$ cat config.mk
export PLATFORM = sky130hd
export DESIGN_NAME = dzc_top
export DESIGN_NICKNAME = d
export VERILOG_FILES = /design/src/verilog/dzc_pkg.sv /design/src/verilog/dzc_top.sv /design/src/verilog/dzc_sync.sv
export SDC_FILE = /design/constraint.sdc
export NUM_CORES = 1
export LEC_CHECK = 0
export ABC_AREA = 1
export BUFFER_PORTS_ARGS = -buffer_cell sky130_fd_sc_hd__clkbuf_2
export CAP_MARGIN = 20
export CORE_MARGIN = 3
export CORE_UTILIZATION = 60
export CTS_CLUSTER_SIZE = 24
export DETAILED_ROUTE_END_ITERATION = 8
export GPL_TIMING_DRIVEN = 1
export PLACE_DENSITY = 0.92
export SYNTH_ARGS = -nofsm -noshare
export SYNTH_HDL_FRONTEND = slang
export SYNTH_SLANG_ARGS = --single-unit
$ cat constraint.sdc
create_clock -name i_clk -period 5.55 [get_ports i_clk]
set_input_delay 1.11 -clock i_clk [delete_from_list [all_inputs] [get_ports i_clk]]
set_output_delay 1.11 -clock i_clk [all_outputs]
set_load 0.02 [all_outputs]
$ cat src/verilog/dzc_pkg.sv
// Package of constants and types for the DRAM impedance calibration block.
package dzc_pkg;

  // ==========================================================================
  // Command encodings.
  // ==========================================================================
  typedef enum logic [1:0] {
    DZC_CMD_NONE  = 2'b00,
    DZC_CMD_LONG  = 2'b01,
    DZC_CMD_SHORT = 2'b10,
    DZC_CMD_OTHER = 2'b11
  } dzc_cmd_t;

  // ==========================================================================
  // Timing constants in link clock cycles, with widths and reset values.
  // ==========================================================================
  localparam int DZC_ZQINIT_NCK = 512;
  localparam int DZC_ZQOPER_NCK = 256;
  localparam int DZC_ZQCS_NCK = 64;
  localparam int DZC_SHORT_CORR_NCK = 64;
  localparam int DZC_CNT_W = 16;
  localparam int DZC_CODE_W = 8;
  localparam int DZC_WL_W = 5;
  localparam logic [DZC_CODE_W-1:0] DZC_CODE_RESET = 8'h80;
  localparam logic [DZC_WL_W-1:0] DZC_WL_DEFAULT = 5'h05;

  // ==========================================================================
  // Command sampled on a link clock edge.
  // ==========================================================================
  typedef struct packed {
    logic cke;
    logic odt;
    dzc_cmd_t cmd;
  } dzc_link_t;

  // ==========================================================================
  // Calibrated impedance codes loaded into the I/O.
  // ==========================================================================
  typedef struct packed {
    logic [DZC_CODE_W-1:0] ron;
    logic [DZC_CODE_W-1:0] rtt;
  } dzc_codes_t;

endpackage : dzc_pkg

$ cat src/verilog/dzc_top.sv
// Impedance calibration command handling inside the memory device.
`timescale 1ns/100ps
// Behaviour
// - First long calibration after reset finishes, values loaded, within the init window.
// - Later long calibrations finish, values loaded, within the operating window.
// - Short calibration finishes within its window; correction applied within 64 cycles.
// - Long command starts the engine; results load into I/O drivers and termination.
// - After self refresh exit, calibration only happens on an explicit command.
// - Device switches off the calibration pin current once calibration completes.
// - Overlapped entry then exit: termination response uncertain from entry start to exit end.
// - Overlapped exit then entry: termination response uncertain from exit start to entry end.
// - Transition period begins WL minus 1 cycles before clock enable changes; o_odt_uncertain only rises once the change is sampled.
module dzc_top
  import dzc_pkg::*;
#(
  parameter int ZQINIT_NCK = DZC_ZQINIT_NCK,
  parameter int ZQOPER_NCK = DZC_ZQOPER_NCK,
  parameter int ZQCS_NCK = DZC_ZQCS_NCK
) (
  input wire logic i_clk,
  input wire logic i_rst,
  input wire logic i_ck,
  input wire dzc_pkg::dzc_link_t i_link,
  input wire logic i_self_refresh,
  input wire logic [dzc_pkg::DZC_WL_W-1:0] i_wl,
  input wire logic [dzc_pkg::DZC_CODE_W-1:0] i_target_ron,
  input wire logic [dzc_pkg::DZC_CODE_W-1:0] i_target_rtt,
  output logic o_busy,
  output logic o_zq_current_en,
  output dzc_pkg::dzc_codes_t o_codes,
  output logic o_odt_uncertain,
  output logic o_first_done,
  output logic o_violation
);
  import dzc_pkg::*;

  typedef enum logic [1:0] {
    DZC_IDLE = 2'b00,
    DZC_LONG = 2'b01,
    DZC_SHORT = 2'b10
  } dzc_state_t;

  // ==========================================================================
  // Synchronise the link clock and command pins.
  // ==========================================================================
  logic [4:0] raw_pins, sync_pins;
  dzc_link_t link_s;
  logic ck_s, ck_q, ck_d, ck_rise;

  assign raw_pins = {i_ck, i_link};

  dzc_sync #(.W(5)) u_sync (
    .i_clk(i_clk),
    .i_rst(i_rst),
    .i_async(raw_pins),
    .o_sync(sync_pins)
  );

  assign ck_s = sync_pins[4];
  assign link_s = dzc_link_t'(sync_pins[3:0]);
  assign ck_d = ck_s;
  assign ck_rise = ck_s & ~ck_q;

  // ==========================================================================
  // Calibration engine state.
  // ==========================================================================
  dzc_state_t st_q, st_d;
  logic [DZC_CNT_W-1:0] cnt_q, cnt_d;
  logic first_q, first_d;
  dzc_codes_t codes_q, codes_d;
  logic viol_q, viol_d;

  function automatic logic [DZC_CODE_W-1:0] dzc_step(
    input logic [DZC_CODE_W-1:0] cur,
    input logic [DZC_CODE_W-1:0] tgt
  );
    if (cur < tgt) begin
      return cur + 8'h01;
    end else if (cur > tgt) begin
      return cur - 8'h01;
    end
    return cur;
  endfunction : dzc_step

  always_comb begin
    st_d = st_q;
    cnt_d = cnt_q;
    first_d = first_q;
    codes_d = codes_q;
    viol_d = viol_q;
    if (ck_rise) begin
      unique case (st_q)
        DZC_IDLE: begin
          // Self refresh exit alone never starts the engine.
          if (link_s.cmd == DZC_CMD_LONG) begin
            st_d = DZC_LONG;
            cnt_d = first_q ? DZC_CNT_W'(ZQOPER_NCK - 1)
                            : DZC_CNT_W'(ZQINIT_NCK - 1);
          end else if (link_s.cmd == DZC_CMD_SHORT) begin
            st_d = DZC_SHORT;
            cnt_d = DZC_CNT_W'(ZQCS_NCK - 1);
          end
        end
        DZC_LONG, DZC_SHORT: begin
          if (link_s.cmd != DZC_CMD_NONE || !link_s.cke || link_s.odt) begin
            viol_d = 1'b1;
          end
          if (cnt_q == '0) begin
            st_d = DZC_IDLE;
            if (st_q == DZC_LONG) begin
              codes_d.ron = i_target_ron;
              codes_d.rtt = i_target_rtt;
              first_d = 1'b1;
            end else begin
              codes_d.ron = dzc_step(codes_q.ron, i_target_ron);
              codes_d.rtt = dzc_step(codes_q.rtt, i_target_rtt);
            end
          end else begin
            cnt_d = cnt_q - DZC_CNT_W'(1);
          end
        end
        default: st_d = DZC_IDLE;
      endcase
    end
  end

  always_ff @(posedge i_clk) begin
    if (i_rst) begin
      ck_q <= 1'b0;
      st_q <= DZC_IDLE;
      cnt_q <= '0;
      first_q <= 1'b0;
      codes_q <= '{ron: DZC_CODE_RESET, rtt: DZC_CODE_RESET};
      viol_q <= 1'b0;
    end else begin
      ck_q <= ck_d;
      st_q <= st_d;
      cnt_q <= cnt_d;
      first_q <= first_d;
      codes_q <= codes_d;
      viol_q <= viol_d;
    end
  end

  // ==========================================================================
  // Power-down transition windows for termination response.
  // ==========================================================================
  logic cke_prev_q, cke_prev_d;
  logic [DZC_WL_W-1:0] tail_q, tail_d;
  logic unc_q, unc_d;
  logic [DZC_WL_W-1:0] lead;

  assign lead = i_wl - DZC_WL_W'(1);

  always_comb begin
    cke_prev_d = cke_prev_q;
    tail_d = tail_q;
    unc_d = unc_q;
    if (ck_rise) begin
      cke_prev_d = link_s.cke;
      if (link_s.cke != cke_prev_q) begin
        // The window opened WL-1 cycles back, so it is held open from here.
        unc_d = 1'b1;
        // Extend to cover an overlapping opposite transition.
        tail_d = lead;
      end else if (tail_q != '0) begin
        tail_d = tail_q - DZC_WL_W'(1);
      end else begin
        unc_d = 1'b0;
      end
    end
  end

  always_ff @(posedge i_clk) begin
    if (i_rst) begin
      // Clock enable idles high, so no false transition follows reset.
      cke_prev_q <= 1'b1;
      tail_q <= '0;
      unc_q <= 1'b0;
    end else begin
      cke_prev_q <= cke_prev_d;
      tail_q <= tail_d;
      unc_q <= unc_d;
    end
  end

  assign o_busy = (st_q != DZC_IDLE);
  assign o_zq_current_en = (st_q != DZC_IDLE);
  assign o_codes = codes_q;
  assign o_odt_uncertain = unc_q;
  assign o_first_done = first_q;
  assign o_violation = viol_q;

endmodule : dzc_top

$ cat src/verilog/dzc_sync.sv
// Three-stage synchroniser with agreement filter for a pin group.
`timescale 1ns/100ps
module dzc_sync #(
  parameter int W = 4
) (
  input wire logic i_clk,
  input wire logic i_rst,
  input wire logic [W-1:0] i_async,
  output logic [W-1:0] o_sync
);
  logic [W-1:0] s1_q, s1_d, s2_q, s2_d, s3_q, s3_d, out_q, out_d;

  always_comb begin
    s1_d = i_async;
    s2_d = s1_q;
    s3_d = s2_q;
    out_d = (s2_q == s3_q) ? s3_q : out_q;
  end

  always_ff @(posedge i_clk) begin
    if (i_rst) begin
      s1_q <= '0;
      s2_q <= '0;
      s3_q <= '0;
      out_q <= '0;
    end else begin
      s1_q <= s1_d;
      s2_q <= s2_d;
      s3_q <= s3_d;
      out_q <= out_d;
    end
  end

  assign o_sync = out_q;
endmodule : dzc_sync

# Yosys cells after proc, flatten, opt, wreduce, memory -nomap -nowiden
# Index checks and enable logic that the tools add are counted.
# op_classes
addsub	7
eq_ne	10
mux	32
n_bitwise	2
magnitude_cmp	4
reduce_logical	21
# op_table
operator	count
2-to-1 mux 16 bit	4
2-to-1 mux 8 bit	6
case mux 16 bit (2 select lines)	1
adder 8 x 1 -> 8 bit (second input constant)	2
greater-than comparator 8 bit	2
zero test 16 bit	1
less-than comparator 8 bit	2
AND reduction 4 bit	4
subtractor 16 x 1 -> 16 bit (second input constant)	1
subtractor 8 x 1 -> 8 bit (second input constant)	2
2-to-1 mux 1 bit	14
nonzero test 2 bit	6
2-to-1 mux 5 bit	2
subtractor 5 x 1 -> 5 bit (second input constant)	2
2-to-1 mux 9 bit	1
2-to-1 mux 2 bit	3
inequality test 2 bit (second input constant)	3
AND reduction 3 bit	2
== test 5 bit	1
nonzero test 5 bit	1
== test 2 x 1 -> 1 bit (second input constant)	2
== test 2 bit (second input constant)	2
case mux 2 bit (2 select lines)	1
AND reduction 2 bit	2
other kinds (8)	9
# totals
output_inout_bits	21
register_bits	64
elab_cells	90

# Logic depth before layout (Yosys ltp)
# logic_depth
ltp_word	9
ltp_mapped	21

# Hierarchy
# Synthesis repeated with hierarchy kept, for this count alone.
# hier_totals
cells_unflattened	651
area_unflattened_um2	4388.0
# by_module_without_submodules
mod	area_each_um2	cells_each	instances	seq_area_each_um2
dzc_top	3584.7	547	1	880.8
dzc_sync	803.3	104	1	400.4

# Least setup slack after synthesis
# Ideal clock, no wire load.
# synth_timing
path_type	input to register
start	input i_target_rtt[7] (netlist bit)
end	register codes_q (netlist bit o_codes[3])
setup_slack_ps	2391
t_required_ps	5428
arrival_time_ps	3037
path_stages	12
path_cell_list	inv_1 -> ha_1 -> a21o_1 -> nor2_1 -> nand2_1 -> ha_1 -> nand2_1 -> nand2_1 -> o21bai_1 -> xor2_1 -> o21ai_0 -> a21oi_2
# synth_between
elab_chain_cells	9
# synth_rtl
item	line_no	rtl
start: declaration	dzc_top.sv:27	input wire logic [dzc_pkg::DZC_CODE_W-1:0] i_target_rtt,
greater-than comparator 8 bit	dzc_top.sv:79	end else if (cur > tgt) begin
2-to-1 mux 1 bit	dzc_top.sv:79	
2-to-1 mux 1 bit	dzc_top.sv:77	if (cur < tgt) begin
2-to-1 mux 1 bit	dzc_top.sv:110	if (st_q == DZC_LONG) begin
2-to-1 mux 1 bit	dzc_top.sv:108	if (cnt_q == '0) begin
2-to-1 mux 1 bit	dzc_top.sv:92	unique case (st_q)
2-to-1 mux 1 bit	dzc_top.sv:91	if (ck_rise) begin
nonzero test 2 bit (no source line)	--	
AND reduction 4 bit (no source line)	--	
end signal: assignment	dzc_top.sv:133	codes_q <= '{ron: DZC_CODE_RESET, rtt: DZC_CODE_RESET};
end signal: assignment	dzc_top.sv:140	codes_q <= codes_d;
end: declaration	dzc_top.sv:70	dzc_codes_t codes_q, codes_d;
# Several ways; a longest one is shown, not always the timed one. The select of a mux whose other input is x is not followed.
# A chain may end at the register's enable or synchronous reset.

# Worst setup path after layout
# layout_timing
start	input i_target_ron[7] (netlist bit)
end	register codes_q (netlist bit o_codes[11])
# layout_between
elab_chain_cells	9
# layout_rtl
item	line_no	rtl
start: declaration	dzc_top.sv:26	input wire logic [dzc_pkg::DZC_CODE_W-1:0] i_target_ron,
greater-than comparator 8 bit	dzc_top.sv:79	
2-to-1 mux 1 bit	dzc_top.sv:79	
2-to-1 mux 1 bit	dzc_top.sv:77	
2-to-1 mux 1 bit	dzc_top.sv:110	
2-to-1 mux 1 bit	dzc_top.sv:108	
2-to-1 mux 1 bit	dzc_top.sv:92	
2-to-1 mux 1 bit	dzc_top.sv:91	
nonzero test 2 bit (no source line)	--	
AND reduction 4 bit (no source line)	--	
# Several ways; a longest one is shown, not always the timed one. The select of a mux whose other input is x is not followed.

==> metrics.txt <==
predominant post-synthesis flop cell=dfxtp_1; adder-cell area share of the yosys netlist=11.4%; initial core utilization=62.8%; Layout fillers=558; # DRC=0; EDFF count, synth=0; Area after DPL=4600 um^2; Async SR Flop Fraction=0%; Worst EP arrival=3.45 ns; total number of vias=4041; Yosys reg bits=64; Ys Warns=0; design area=4790 um^2; Tot GR Track Use=24.1%; IO Pins=50; DR pass1 iterations=5; max-slew violation count=0; fin crit period=3.21 ns; Internal=0.875 mW; Antenna Cells=0; net switching power=0.550 mW; Syn Nets=683; Crit Path Class=in -> reg; CTS tree=built; Hold Vio Cnt, Final=0; die width=90.8 um; buffers and inverters on the worst path=3; CP Cell Sequence=clkbuf_2 > inv_1 > ha_1 > a21o_1 > nor2_1 > nand2_1 > ha_1 > nand2_1 > inv_1 > nand2_1 > nand3_1 > xor2_1 > o21ai_0 > a21oi_2; Max Fclk=312 MHz; # hold bufs at CTS=0; syn_area_per_cell=7.00 um^2; Clock Power Share=28.1%; Slew @ Worst Pin=0.899 ns; DRT iter0 DRCs=243; Rel. slew slack=40.1%; Bufs on Longest Clock Path=2; peak supply drop=0.000240 V; Seq pwr share=37.3%; synth unique cells=44; max-cap viol count=0; PD cells=297 nW/um^2; area fraction in compound gates after synthesis=14.5%; Crit path max-delay family=adder cells; clk_lat worst skew=0.35 ns; Post-Synth Simple-Gate Area=30.2%; Leakage Power=2.41 nW; switching share of power=38.6%; Setup TNS=0 ns; die height=90.8 um; CP max FO=11; # Post-CTS Setup Buffers=0; worst clock skew=0.0102 ns; Hold Path Class=reg -> reg; post-synth top area share=29.7%; Die ar.=8240 um^2; num rows=30; Area contributors post-synth=dfxtp_1, nand2_1, ha_1; Yosys top cell by area=dfxtp_1; first-pass GRT wire length=16.6 mm; RSZ-0062 raised after global routing=false; number of global-route vias before repair=3899; fin nets=730; xor/xnor share of the synthesized area=3.45%; Critical Path End Type=flop; Setup WS post-layout=2.34 ns; placed insts=748; post-synthesis cell count=616; gr ovfl total=0; status=finished clean; WL per Instance=12.6 um; layout cells sized above 1=17.4%; Finished Layout Cells=764; Comb pwr share=34.6%; drt total wl=9.63 mm; CP most frequent cell=nand2_1; Routed Antenna Nets=0; detailed placer's ending HPWL=6.89 mm; via/cell ratio=5.29; max incr delay on CP=0.44 ns; antenna violations before repair=0; gpl congestion=0.883; CP startpoint kind=input pin; clk sinks=64; Layout Area Growth over Synthesis=11.2%; Mapped Area=4310 um^2; mux cell area share after synthesis=0%; # setup viols final=0; dpl ws=2.03 ns; main combinational cell family by area after synthesis=simple AND/OR/NAND/NOR gates; H-tree depth=3; Seq/Total Area, Yosys=29.7%; Resized cells post-CTS=0; CTS clk-pin slew, worst paths=0.08 ns; fin crit share=57.8%; CTS Root Cell=clkbuf_8; floorplan core area=6870 um^2; Slowest-stage cell, CP=ha_1; port buffer count=48; worst path required time=5.79 ns; CTS Buf Count=9; largest net degree at the start of global routing=39
cell type report:
cell class	instances	area [um^2]	share of cell area [%]
inverters	101	390	8.14
well taps	96	120	2.51
flip-flops and latches	64	1280	26.7
clock inverters	6	68.8	1.44
multi-input cells	439	2560	53.5
repair buffers	48	240	5.01
clock buffers	10	128	2.66
cell usage after synthesis, drive strengths merged, types with 5 or more instances:
library cell and count:
nand2 152, xor2 11, nand4 13, nand3 39
a21oi 51, dfxtp 64, clkbuf 6, ha 36
o21ai 37, inv 98, xnor2 6, nor3 5
nor2 69, buf 6
worst paths after layout:
path | endpoint | slack, ns | cells past startpoint | startpoint
worst max-delay path | o_codes[11] | 2.34 | 14 | i_target_ron[7]
worst min-delay path | u_sync.s2_q[4] | 0.41 | 2 | u_sync.s1_q[4]
worst max register to register | o_codes[3] | 2.83 | 11 | o_codes[7]
worst min register to register | u_sync.s2_q[4] | 0.41 | 2 | u_sync.s1_q[4]
worst register-to-register path: cells and delay by family, from the launching register on:
family,cells,cell delay (ns)
adder cells (fa/ha/maj),2,0.71
XOR/XNOR,1,0.16
AO/OA/AOI/OAI,4,0.66
AND/OR/NAND/NOR,4,0.62
flip-flops,1,0.44
sequential cells by signal, summed over array words and instances (netlist names), 2 cells and up:
name / count
cnt_q: 16
o_codes: 16
tail_q: 5
u_sync.o_sync: 5
u_sync.s1_q: 5
u_sync.s2_q: 5
u_sync.s3_q: 5
st_q: 2
power by group through the flow:
| stage | clock [mW] | sequential [mW] | combinational [mW] |
|---|---|---|---|
| global placement | 0 | 0.538 | 0.455 |
| global route | 0.429 | 0.536 | 0.557 |
| detailed placement | 0 | 0.540 | 0.479 |
| CTS | 0.409 | 0.530 | 0.487 |
| floorplan | 0 | 0.538 | 0.390 |
| finish | 0.400 | 0.532 | 0.493 |
layout by cell type, fill, tap and decap left out, types with 2 or more instances in the layout:
| master | instances |
|---|---|
| clkinv_2 | 2 |
| clkinv_4 | 4 |
| nand2_1 | 144 |
| nor2_4 | 2 |
| nand4_2 | 3 |
| nor2_1 | 60 |
| o21ai_2 | 5 |
| inv_2 | 3 |
| nand3_2 | 4 |
| a21o_1 | 3 |
| nand3_1 | 35 |
| o21ai_0 | 29 |
| xnor2_1 | 6 |
| inv_1 | 95 |
| clkbuf_8 | 9 |
| ha_1 | 36 |
| o21bai_1 | 2 |
| nand2_2 | 5 |
| nor3b_1 | 2 |
| a31oi_1 | 2 |
| xor2_1 | 11 |
| a211oi_1 | 2 |
| dfxtp_1 | 64 |
| nor2_8 | 2 |
| nor2_2 | 5 |
| a21oi_2 | 16 |
| clkbuf_2 | 48 |
| a21oi_1 | 34 |
| nand4_1 | 10 |
| fa_1 | 2 |
| nor3_1 | 5 |
| o21ai_1 | 3 |
| nand2_4 | 3 |
| o211ai_1 | 2 |
through the flow:
step                util (%)  hold slack (ns)  power [mW]
floorplan                  -            0.388       0.928
global placement        66.9            0.389       0.993
detailed placement      66.9            0.396        1.02
CTS                     69.8            0.407        1.43
global route            69.8            0.417        1.52
finish                  69.8            0.405        1.42
layer usage:
| layer | global-route usage, % | vias to the layer above | share of wire, % |
|---|---|---|---|
| li1 | - | 2076 | - |
| met1 | 27.3 | 1827 | 42 |
| met2 | 43.7 | 118 | 50 |
| met3 | 5.83 | 20 | 5.5 |
| met4 | 8.42 | 0 | 1.7 |
| met5 | 0 | - | 0 |
kinds of logic (layout without fill, tap and decap cells):
kind of cell,after synthesis,after routing
adders and majority gates,38,38
AOI/OAI and AO/OA,101,101
buffers and inverters,113,165
and+or+nand+nor,283,283
xor gates and xnor gates,17,17
DFF,64,64
Power figures use the tool's default switching activity.
